## config.mk

```make
export PLATFORM = sky130hd
export DESIGN_NAME = plc_top
export DESIGN_NICKNAME = d
export VERILOG_FILES = /design/src/pkg/plc_pkg.sv /design/src/pkg/plc_cnt_if.sv /design/src/hdl/plc_err_cnt.sv /design/src/hdl/plc_top.sv
export SDC_FILE = /design/constraint.sdc
export NUM_CORES = 1
export LEC_CHECK = 0
export ABC_AREA = 1
export BUFFER_PORTS_ARGS = -buffer_cell sky130_fd_sc_hd__buf_2
export CORE_AREA = 2 2 91 136
export CTS_BUF_LIST = sky130_fd_sc_hd__clkbuf_16
export DETAILED_ROUTE_END_ITERATION = 10
export DIE_AREA = 0 0 93 138
export PLACE_DENSITY = 0.67
export SETUP_SLACK_MARGIN = 0.2
export SYNTH_ARGS = -nofsm -noshare
export SYNTH_HDL_FRONTEND = slang
export SYNTH_SLANG_ARGS = --single-unit
```

## constraint.sdc

```tcl
create_clock -name clock_i -period 2.1 [get_ports clock_i]
set_input_delay 0.315 -clock clock_i [delete_from_list [all_inputs] [get_ports clock_i]]
set_output_delay 0.315 -clock clock_i [all_outputs]
set_load 0.03 [all_outputs]
```

## src/pkg/plc_pkg.sv

```systemverilog
// Constants for the crossover, loopback and receive error counter control block
package plc_pkg;
  localparam int unsigned CLK_MHZ = 10;
  localparam int unsigned TICK_US = 1;
  localparam int unsigned TICK_CYC = (TICK_US * CLK_MHZ < 1) ? 1 : TICK_US * CLK_MHZ;
  localparam int unsigned MDIX_SEARCH_US = 100;
  localparam int unsigned MDIX_SEARCH_TICKS = MDIX_SEARCH_US / TICK_US;
  localparam int unsigned MII_READY_MS = 2;
  localparam int unsigned MII_READY_TICKS = MII_READY_MS * 1000 / TICK_US;
  localparam int unsigned MII_READY_CYC = MII_READY_TICKS * TICK_CYC;
  localparam int unsigned TIMER_W = 16;

  localparam logic [4:0] ADDR_PHY_SPECIAL = 5'h12;
  localparam logic [4:0] ADDR_LOOPBACK = 5'h13;
  localparam logic [4:0] ADDR_RX_ERR = 5'h14;
  localparam logic [4:0] ADDR_LINK_STATUS = 5'h1A;

  localparam int unsigned LB_MII = 15;
  localparam int unsigned LB_DIGITAL = 12;
  localparam int unsigned LB_LINE_DRIVER = 10;
  localparam int unsigned LB_REMOTE = 9;
  localparam int unsigned LB_CABLE = 7;
  localparam int unsigned LB_TX_SUPPRESS = 6;
  localparam int unsigned LB_FORCE_LINK = 0;
  localparam logic [15:0] LB_WRITE_MASK = 16'h96C1;
  localparam logic [15:0] LB_RESET = 16'h1040;

  localparam int unsigned PS_COUNT_FALSE = 14;
  localparam int unsigned PS_COUNT_SYMBOL = 13;
  localparam int unsigned PS_AUTO_XOVER = 10;
  localparam int unsigned PS_MANUAL_MDIX = 9;
  localparam logic [15:0] PS_WRITE_MASK = 16'h6600;
  localparam logic [15:0] PS_RESET = 16'h0400;

  localparam int unsigned ST_LINK = 6;

  localparam logic [1:0] SPEED_1000 = 2'h2;
  localparam logic [15:0] ERR_MAX = 16'hFFFF;

  typedef enum logic [1:0] {
    PLC_SRCH_MDI = 2'b00,
    PLC_SRCH_MDIX = 2'b01,
    PLC_LOCKED = 2'b11
  } plc_xover_e;
endpackage

```

## src/pkg/plc_cnt_if.sv

```systemverilog
// Carrier between the control top and the receive error counter
`timescale 1ns/100ps
interface plc_cnt_if;
  logic count_symbol;
  logic count_false;
  logic ev_symbol;
  logic ev_crc;
  logic ev_false;
  logic rd_clear;
  logic [15:0] count;
  modport ctrl (output count_symbol, count_false, ev_symbol, ev_crc, ev_false, rd_clear, input count);
  modport cnt (input count_symbol, count_false, ev_symbol, ev_crc, ev_false, rd_clear, output count);
endinterface

```

## src/hdl/plc_err_cnt.sv

```systemverilog
// Receive error counter: selectable error kinds, saturating, cleared on read
`timescale 1ns/100ps
module plc_err_cnt
  import plc_pkg::*;
(
  input wire logic clock_i, // 10 MHz clock
  input wire logic resetn_i, // Async reset, active low
  plc_cnt_if.cnt bus // Events, selects, clear and count
);
  logic [15:0] count_r;
  logic [15:0] count_nxt;
  logic [1:0] inc;
  logic [16:0] sum;

  always_comb begin
    inc = 2'd0;
    if (bus.count_symbol ? bus.ev_symbol : bus.ev_crc) begin
      inc = inc + 2'd1;
    end
    if (bus.count_false && bus.ev_false) begin
      inc = inc + 2'd1;
    end
    // Events in the clearing cycle are kept in the fresh count
    sum = (bus.rd_clear ? 17'd0 : {1'b0, count_r}) + {15'd0, inc};
    count_nxt = sum[16] ? ERR_MAX : sum[15:0];
  end

  always_ff @(posedge clock_i or negedge resetn_i) begin
    if (!resetn_i) begin
      count_r <= 16'h0000;
    end else begin
      count_r <= count_nxt;
    end
  end

  assign bus.count = count_r;
endmodule // plc_err_cnt

```

## src/hdl/plc_top.sv

```systemverilog
// Crossover, loopback and receive error counter control of the PHY
// Operation
// - Auto crossover resolves itself, else manual bit
// - Lane roles follow MDI or MDI-X per speed
// - C/D pair swap corrected even in manual
// - Loopback bit 15 selects MII loopback, reset 0
// - Bit 12 enables all-digital loopback, reset 1
// - Bit 10 enables line-driver loopback, reset 0
// - Bit 9 remote loopback returns line data
// - Bit 7 enables external cable loopback, reset 0
// - Bit 6 suppresses transmit in digital loopback
// - MII loopback link status follows force flag
// - Other loopbacks set link when link up
// - Status word 26 bit 6 shows link
// - Data ready: MII after delay, else remote never
// - Sixteen-bit error counter clears on read
// - Control word 18 bits select counted errors
// - Symbol or CRC errors, plus false carrier
`timescale 1ns/100ps
module plc_top
  import plc_pkg::*;
#(
  parameter int unsigned MII_READY_T = plc_pkg::MII_READY_TICKS // MII data ready delay in 1 us ticks
) (
  input wire logic clock_i, // 10 MHz clock
  input wire logic resetn_i, // Async reset, active low
  input wire logic [4:0] reg_addr_i, // Management register number
  input wire logic [15:0] reg_wdata_i, // Write data
  input wire logic reg_wr_i, // Write strobe
  input wire logic reg_rd_i, // Read strobe
  output logic [15:0] reg_rdata_o, // Read data
  output logic reg_rvalid_o, // Read data valid pulse
  input wire logic link_up_i, // Line link is up
  input wire logic [1:0] speed_i, // 0 10M, 1 100M, 2 1000M
  input wire logic cd_swap_i, // C/D pair swap detected
  input wire logic ev_symbol_i, // Symbol error pulse
  input wire logic ev_crc_i, // CRC error pulse
  input wire logic ev_false_i, // False carrier pulse
  output logic mdix_o, // MDI-X active
  output logic [3:0] lane_tx_o, // 10/100: lane transmits
  output logic [7:0] lane_tx_pair_o, // 1000: tx pair per lane, 2 bits each
  output logic [7:0] lane_rx_pair_o, // 1000: rx pair per lane, 2 bits each
  output logic [4:0] loop_mode_o, // MII, digital, line driver, remote, cable
  output logic tx_suppress_o, // Line transmit suppressed
  output logic remote_return_o, // Return line rx data to partner
  output logic link_status_o, // Reported link status
  output logic data_ready_o // Ready for MAC data
);
  plc_cnt_if cbus ();

  logic [15:0] lb_r;
  logic [15:0] lb_nxt;
  logic [15:0] ps_r;
  logic [15:0] ps_nxt;
  logic [15:0] rdata_r;
  logic [15:0] rdata_nxt;
  logic rvalid_r;
  logic rvalid_nxt;

  always_comb begin
    lb_nxt = lb_r;
    ps_nxt = ps_r;
    if (reg_wr_i && reg_addr_i == ADDR_LOOPBACK) begin
      lb_nxt = reg_wdata_i & LB_WRITE_MASK;
    end
    if (reg_wr_i && reg_addr_i == ADDR_PHY_SPECIAL) begin
      ps_nxt = reg_wdata_i & PS_WRITE_MASK;
    end
    rvalid_nxt = reg_rd_i;
    rdata_nxt = 16'h0000;
    if (reg_rd_i) begin
      unique case (reg_addr_i)
        ADDR_LOOPBACK: rdata_nxt = lb_r;
        ADDR_PHY_SPECIAL: rdata_nxt = ps_r;
        ADDR_RX_ERR: rdata_nxt = cbus.count;
        ADDR_LINK_STATUS: rdata_nxt = {9'd0, link_status_o, 6'd0};
        default: rdata_nxt = 16'h0000;
      endcase
    end
  end

  always_ff @(posedge clock_i or negedge resetn_i) begin
    if (!resetn_i) begin
      lb_r <= LB_RESET;
      ps_r <= PS_RESET;
      rdata_r <= 16'h0000;
      rvalid_r <= 1'b0;
    end else begin
      lb_r <= lb_nxt;
      ps_r <= ps_nxt;
      rdata_r <= rdata_nxt;
      rvalid_r <= rvalid_nxt;
    end
  end

  assign reg_rdata_o = rdata_r;
  assign reg_rvalid_o = rvalid_r;

  // Error counter hookup
  assign cbus.count_symbol = ps_r[PS_COUNT_SYMBOL];
  assign cbus.count_false = ps_r[PS_COUNT_FALSE];
  assign cbus.ev_symbol = ev_symbol_i;
  assign cbus.ev_crc = ev_crc_i;
  assign cbus.ev_false = ev_false_i;
  assign cbus.rd_clear = reg_rd_i && reg_addr_i == ADDR_RX_ERR;

  plc_err_cnt u_err_cnt (
    .clock_i(clock_i),
    .resetn_i(resetn_i),
    .bus(cbus)
  );

  // One microsecond tick divider
  logic [3:0] div_r;
  logic [3:0] div_nxt;
  logic tick;

  always_comb begin
    tick = (div_r == 4'(TICK_CYC - 1));
    div_nxt = tick ? 4'd0 : div_r + 4'd1;
  end

  always_ff @(posedge clock_i or negedge resetn_i) begin
    if (!resetn_i) begin
      div_r <= 4'd0;
    end else begin
      div_r <= div_nxt;
    end
  end

  // Automatic crossover search: alternate until the link comes up
  plc_xover_e xo_r;
  plc_xover_e xo_nxt;
  logic xo_mdix_r;
  logic xo_mdix_nxt;
  logic [TIMER_W-1:0] srch_r;
  logic [TIMER_W-1:0] srch_nxt;
  logic srch_done;

  always_comb begin
    xo_nxt = xo_r;
    xo_mdix_nxt = xo_mdix_r;
    srch_done = (srch_r == TIMER_W'(MDIX_SEARCH_TICKS - 1)) && tick;
    srch_nxt = srch_r;
    if (tick) begin
      srch_nxt = srch_done ? '0 : srch_r + 1'b1;
    end
    unique case (xo_r)
      PLC_SRCH_MDI: begin
        xo_mdix_nxt = 1'b0;
        if (link_up_i) begin
          xo_nxt = PLC_LOCKED;
        end else if (srch_done) begin
          xo_nxt = PLC_SRCH_MDIX;
        end
      end
      PLC_SRCH_MDIX: begin
        xo_mdix_nxt = 1'b1;
        if (link_up_i) begin
          xo_nxt = PLC_LOCKED;
        end else if (srch_done) begin
          xo_nxt = PLC_SRCH_MDI;
        end
      end
      PLC_LOCKED: begin
        srch_nxt = '0;
        if (!link_up_i) begin
          xo_nxt = PLC_SRCH_MDI;
        end
      end
      default: begin
        xo_nxt = PLC_SRCH_MDI;
      end
    endcase
  end

  always_ff @(posedge clock_i or negedge resetn_i) begin
    if (!resetn_i) begin
      xo_r <= PLC_SRCH_MDI;
      xo_mdix_r <= 1'b0;
      srch_r <= '0;
    end else begin
      xo_r <= xo_nxt;
      xo_mdix_r <= xo_mdix_nxt;
      srch_r <= srch_nxt;
    end
  end

  // Lane mapping and loopback outputs
  logic mdix_sel;
  logic mii_lb;
  logic [4:0] modes;
  logic link_nxt;
  logic ready_nxt;
  logic [TIMER_W-1:0] mii_t_r;
  logic [TIMER_W-1:0] mii_t_nxt;
  logic mii_ok;
  logic [7:0] txp_nxt;
  logic [7:0] rxp_nxt;

  assign mdix_sel = ps_r[PS_AUTO_XOVER] ? xo_mdix_nxt : ps_r[PS_MANUAL_MDIX];

  genvar li;
  generate
    for (li = 0; li < 4; li++) begin : g_lane
      localparam logic [1:0] LANE = 2'(li);
      // Lanes 2/3 swap is fixed up whatever the crossover mode
      assign txp_nxt[2*li+:2] = LANE ^ {1'b0, mdix_sel ^ (LANE[1] & cd_swap_i)};
      assign rxp_nxt[2*li+:2] = txp_nxt[2*li+:2] ^ 2'b01;
    end
  endgenerate

  always_comb begin
    mii_lb = lb_r[LB_MII];
    modes = {lb_r[LB_MII], lb_r[LB_DIGITAL], lb_r[LB_LINE_DRIVER], lb_r[LB_REMOTE], lb_r[LB_CABLE]};
    mii_ok = (mii_t_r == TIMER_W'(MII_READY_T));
    mii_t_nxt = '0;
    if (mii_lb) begin
      mii_t_nxt = (tick && !mii_ok) ? mii_t_r + 1'b1 : mii_t_r;
    end
    link_nxt = mii_lb ? lb_r[LB_FORCE_LINK] : link_up_i;
    if (mii_lb) begin
      ready_nxt = mii_ok;
    end else if (lb_r[LB_REMOTE]) begin
      ready_nxt = 1'b0;
    end else begin
      ready_nxt = link_nxt;
    end
  end

  always_ff @(posedge clock_i or negedge resetn_i) begin
    if (!resetn_i) begin
      mii_t_r <= '0;
      mdix_o <= 1'b0;
      lane_tx_o <= 4'h0;
      lane_tx_pair_o <= 8'h00;
      lane_rx_pair_o <= 8'h00;
      loop_mode_o <= 5'h00;
      tx_suppress_o <= 1'b0;
      remote_return_o <= 1'b0;
      link_status_o <= 1'b0;
      data_ready_o <= 1'b0;
    end else begin
      mii_t_r <= mii_t_nxt;
      mdix_o <= mdix_sel;
      lane_tx_o <= (speed_i == SPEED_1000) ? 4'hF : {2'b00, mdix_sel, !mdix_sel};
      lane_tx_pair_o <= txp_nxt;
      lane_rx_pair_o <= rxp_nxt;
      loop_mode_o <= modes;
      tx_suppress_o <= lb_r[LB_DIGITAL] & lb_r[LB_TX_SUPPRESS];
      remote_return_o <= lb_r[LB_REMOTE];
      link_status_o <= link_nxt;
      data_ready_o <= ready_nxt;
    end
  end
endmodule // plc_top

```

==> out/metrics.cfg <==
[placed_design]
dpl_cell_area_um2 = 5660
gp_congestion = 0.900
io_buffers = 67
dp_cells = 819
post-dp-hpwl_um = 8610

[logic_synthesis]
synthArstFlopShare_pct = 100
synth-edff-count = 0
synth_seq_cells = 99
netlist_instances = 600
ys_types = 41
netlist_area_um2 = 5120
synth_flop_cell = dfrtp_1
synth.area.top_cells = dfrtp_1 47%, nand2_1 8.9%, inv_1 5.7%
synth.largest_area_cell = dfrtp_1
ys_seq_area_share_pct = 48.5
synthTopCellsByCount = 121 x nand2_1, 96 x dfrtp_1, 78 x inv_1
yosysWarnings = 0
post-synth-top-count-cell = nand2_1
synth_top_area_share_pct = 46.9
syn_avg_cell_area_um2 = 8.53

[detailed_routing]
drc_errors = 0
first_pass_iters = 4
wl_per_cell_um = 14.0
postRouteWirelength_um = 11800
vias = 4193
first_iter_violations = 193
ant_nets = 0
routed_via_density = 4.96

[worst_setup_path]
worstPathRequired_ns = 2.33
r2r_start = ps_r[13]
cp_slowest_cell = dfrtp_1
cp.arrival_ns = 2.51
rr_endpoint = u_err_cnt.bus.count[12]
crit_path_end_kind = flip-flop
cpPeakStageDelay_ns = 0.40
r2r_setup_slack_ns = -0.18
reg2reg_depth = 15
crit_chain = nand2_1 > nand2_2 > ha_4 > ha_4 > inv_2 > fa_2 > nor2_4 > nand3_2 > nor2_4 > nand2_4 > inv_6 > buf_6 > nand2_2 > nand2_1 > nand3_1
path_class = reg2reg
worstPathMaxFanout = 3
start_kind = flip-flop

[grt]
grt_use_total_pct = 19.5
grt_pass1_vias = 4285
grt_pass1_wl_um = 19900
antenna_found_initial = 0
grt_start_max_net_pins = 43
grt_overflow_total = 0

[timing]
hold_viol = 0
tightest_slew_ns = 0.522
final_max_slew_viol_count = 0
rsz0062_at_grt = yes
layout_setup_ws_ns = -0.180
fin_crit_sh_pct = 109
hold_slack_ns = 0.130
fin_skew_ns = 0.00583
setup_viol = 16
slew_headroom_pct = 64.8
fin_crit_ns = 2.28
timing.setup.tns_ns = -2.32
clock.fmax_mhz = 439

[job]
drv_cap = 0

[die]
rows = 49
die_area_um2 = 12800
io_pins = 79
die_h_um = 138
start_util_pct = 43.5
die_w_um = 93
coreArea_um2 = 11800

[clock_network]
cts.sinks = 99
path_clk_slew_ns = 0.07
cts_tree = done
htreeDepth = 3
numCtsBuffers = 9
clockBufferDepth = 2
clockRootBuffer = clkbuf_16
clock_latency_ns = 0.35

[hold_path]
min-delay-start = speed_i[0]
holdPathEnd = lane_tx_o[2]
worstHoldPathType = in2reg
hold_depth = 2

[layout]
area_delta_synth_final_pct = 20.4
fillers = 1110
nNetsFinal = 726
antenna_cells = 0
stdcell_area_um2 = 6160
fin_cells = 845
drive_above_1_share_pct = 26.0

[power]
ir_drop_mv = 0.463
power_leakage_nw = 3.14
power_per_cell_area_nw_per_um2 = 862

[status]
violations = setup timing
outcome = finished, violations left

[cell type report]
| class | count | area (um2) | area share [%] |
|---|---|---|---|
| repair buffers | 95 | 583 | 9.46 |
| clock inverters | 7 | 106 | 1.73 |
| inverters | 83 | 334 | 5.42 |
| flip-flops and latches | 99 | 2480 | 40.3 |
| well taps | 153 | 191 | 3.11 |
| clock buffers | 9 | 225 | 3.65 |
| multi-input cells | 399 | 2240 | 36.4 |
[critical path: cells and delay by family (launching register included)]
family,cells,cell delay (ns)
AND/OR/NAND/NOR,9,0.78
buffers and inverters,3,0.22
adder cells (fa/ha/maj),3,0.76
flip-flops,1,0.40
[worst max path at each step]
| stage | from | to | cells after the start |
|---|---|---|---|
| 3_5_place_dp | ev_symbol_i | u_err_cnt.bus.count[10] | 14 |
| 2_1_floorplan | reg_addr_i[4] | u_err_cnt.bus.count[4] | 18 |
| 4_1_cts | ps_r[13] | u_err_cnt.bus.count[12] | 16 |
| 3_3_place_gp | ev_symbol_i | u_err_cnt.bus.count[15] | 14 |
| 5_1_grt | ps_r[13] | u_err_cnt.bus.count[12] | 16 |
| 6_report | ps_r[13] | u_err_cnt.bus.count[12] | 15 |
[power by group]
part           internal, mW  total (mW)  switching, mW  leakage [nW]
sequential             2.13        2.31          0.174          1.30
clock                  1.07        1.83          0.767         0.163
combinational         0.413        1.17          0.760          1.68
total                  3.61        5.31           1.70          3.14
[metal layers]
metal  routed length, um  share of wire [%]  track usage [%]
met3                 436                3.7             4.36
met2                6370                 54             34.5
met5                   0                  0                0
met4                 361                3.1             8.36
met1                4640                 39             22.2
[cells in the final DEF, fill, tap and decap left out, types with 3 or more instances in the layout]
| master | synthesis | routed |
|---|---|---|
| nand2_1 | 121 | 117 |
| dfrtp_1 | 96 | 96 |
| inv_1 | 78 | 72 |
| buf_2 | 2 | 66 |
| nor2_1 | 64 | 62 |
| nand3_1 | 56 | 55 |
| buf_4 | 15 | 24 |
| xor2_1 | 21 | 21 |
| a21oi_1 | 19 | 19 |
| o21ai_0 | 19 | 19 |
| nor3_1 | 18 | 18 |
| nand2_2 | 8 | 11 |
| o21ai_2 | 11 | 11 |
| nand4_1 | 10 | 10 |
| nand3_2 | 8 | 9 |
| clkbuf_16 | 0 | 9 |
| inv_2 | 3 | 6 |
| nor2_4 | 3 | 6 |
| mux2_2 | 5 | 5 |
| conb_1 | 2 | 5 |
| ha_1 | 6 | 4 |
| inv_6 | 1 | 3 |
| nand3_4 | 2 | 3 |
| nor2_2 | 4 | 3 |
| dfstp_2 | 3 | 3 |
[registers in the layout, indices dropped and copies added (netlist names), 4 cells and up]
register	count
mii_t_r	16
reg_rdata_o	16
srch_r	16
u_err_cnt.bus.count	16
lb_r	7
lane_rx_pair_o	5
loop_mode_o	5
div_r	4
ps_r	4
[cell families after synthesis]
kind of cell	share of synthesized area, %
adder cells (fa/ha/maj)	1.86
XOR/XNOR	3.94
flip-flops	48.5
AND/OR/NAND/NOR	28.3
buffers and inverters	9.76
other	0.147
AO/OA/AOI/OAI	6.38
multiplexers	1.10
[through the flow]
step | setup WS [ns] | util [%] | total power, mW
2_1_floorplan | -0.212 | - | 3.09
3_3_place_gp | -0.258 | 48.1 | 3.39
3_5_place_dp | -0.324 | 48.1 | 3.43
4_1_cts | -0.200 | 51.5 | 5.30
5_1_grt | -0.346 | 52.4 | 5.60
6_report | -0.180 | 52.4 | 5.31
[timing repair]
item / CTS / global route
pin swaps: 6 / 9
resized for setup: 6 / 13
hold endpoints to repair: 9 / 0
gates cloned: 1 / 0
buffers inserted: 3 / 5
hold buffers: 1 / 0
endpoints found under the setup margin: 20 / 27
(Power assumes the default switching activity.)
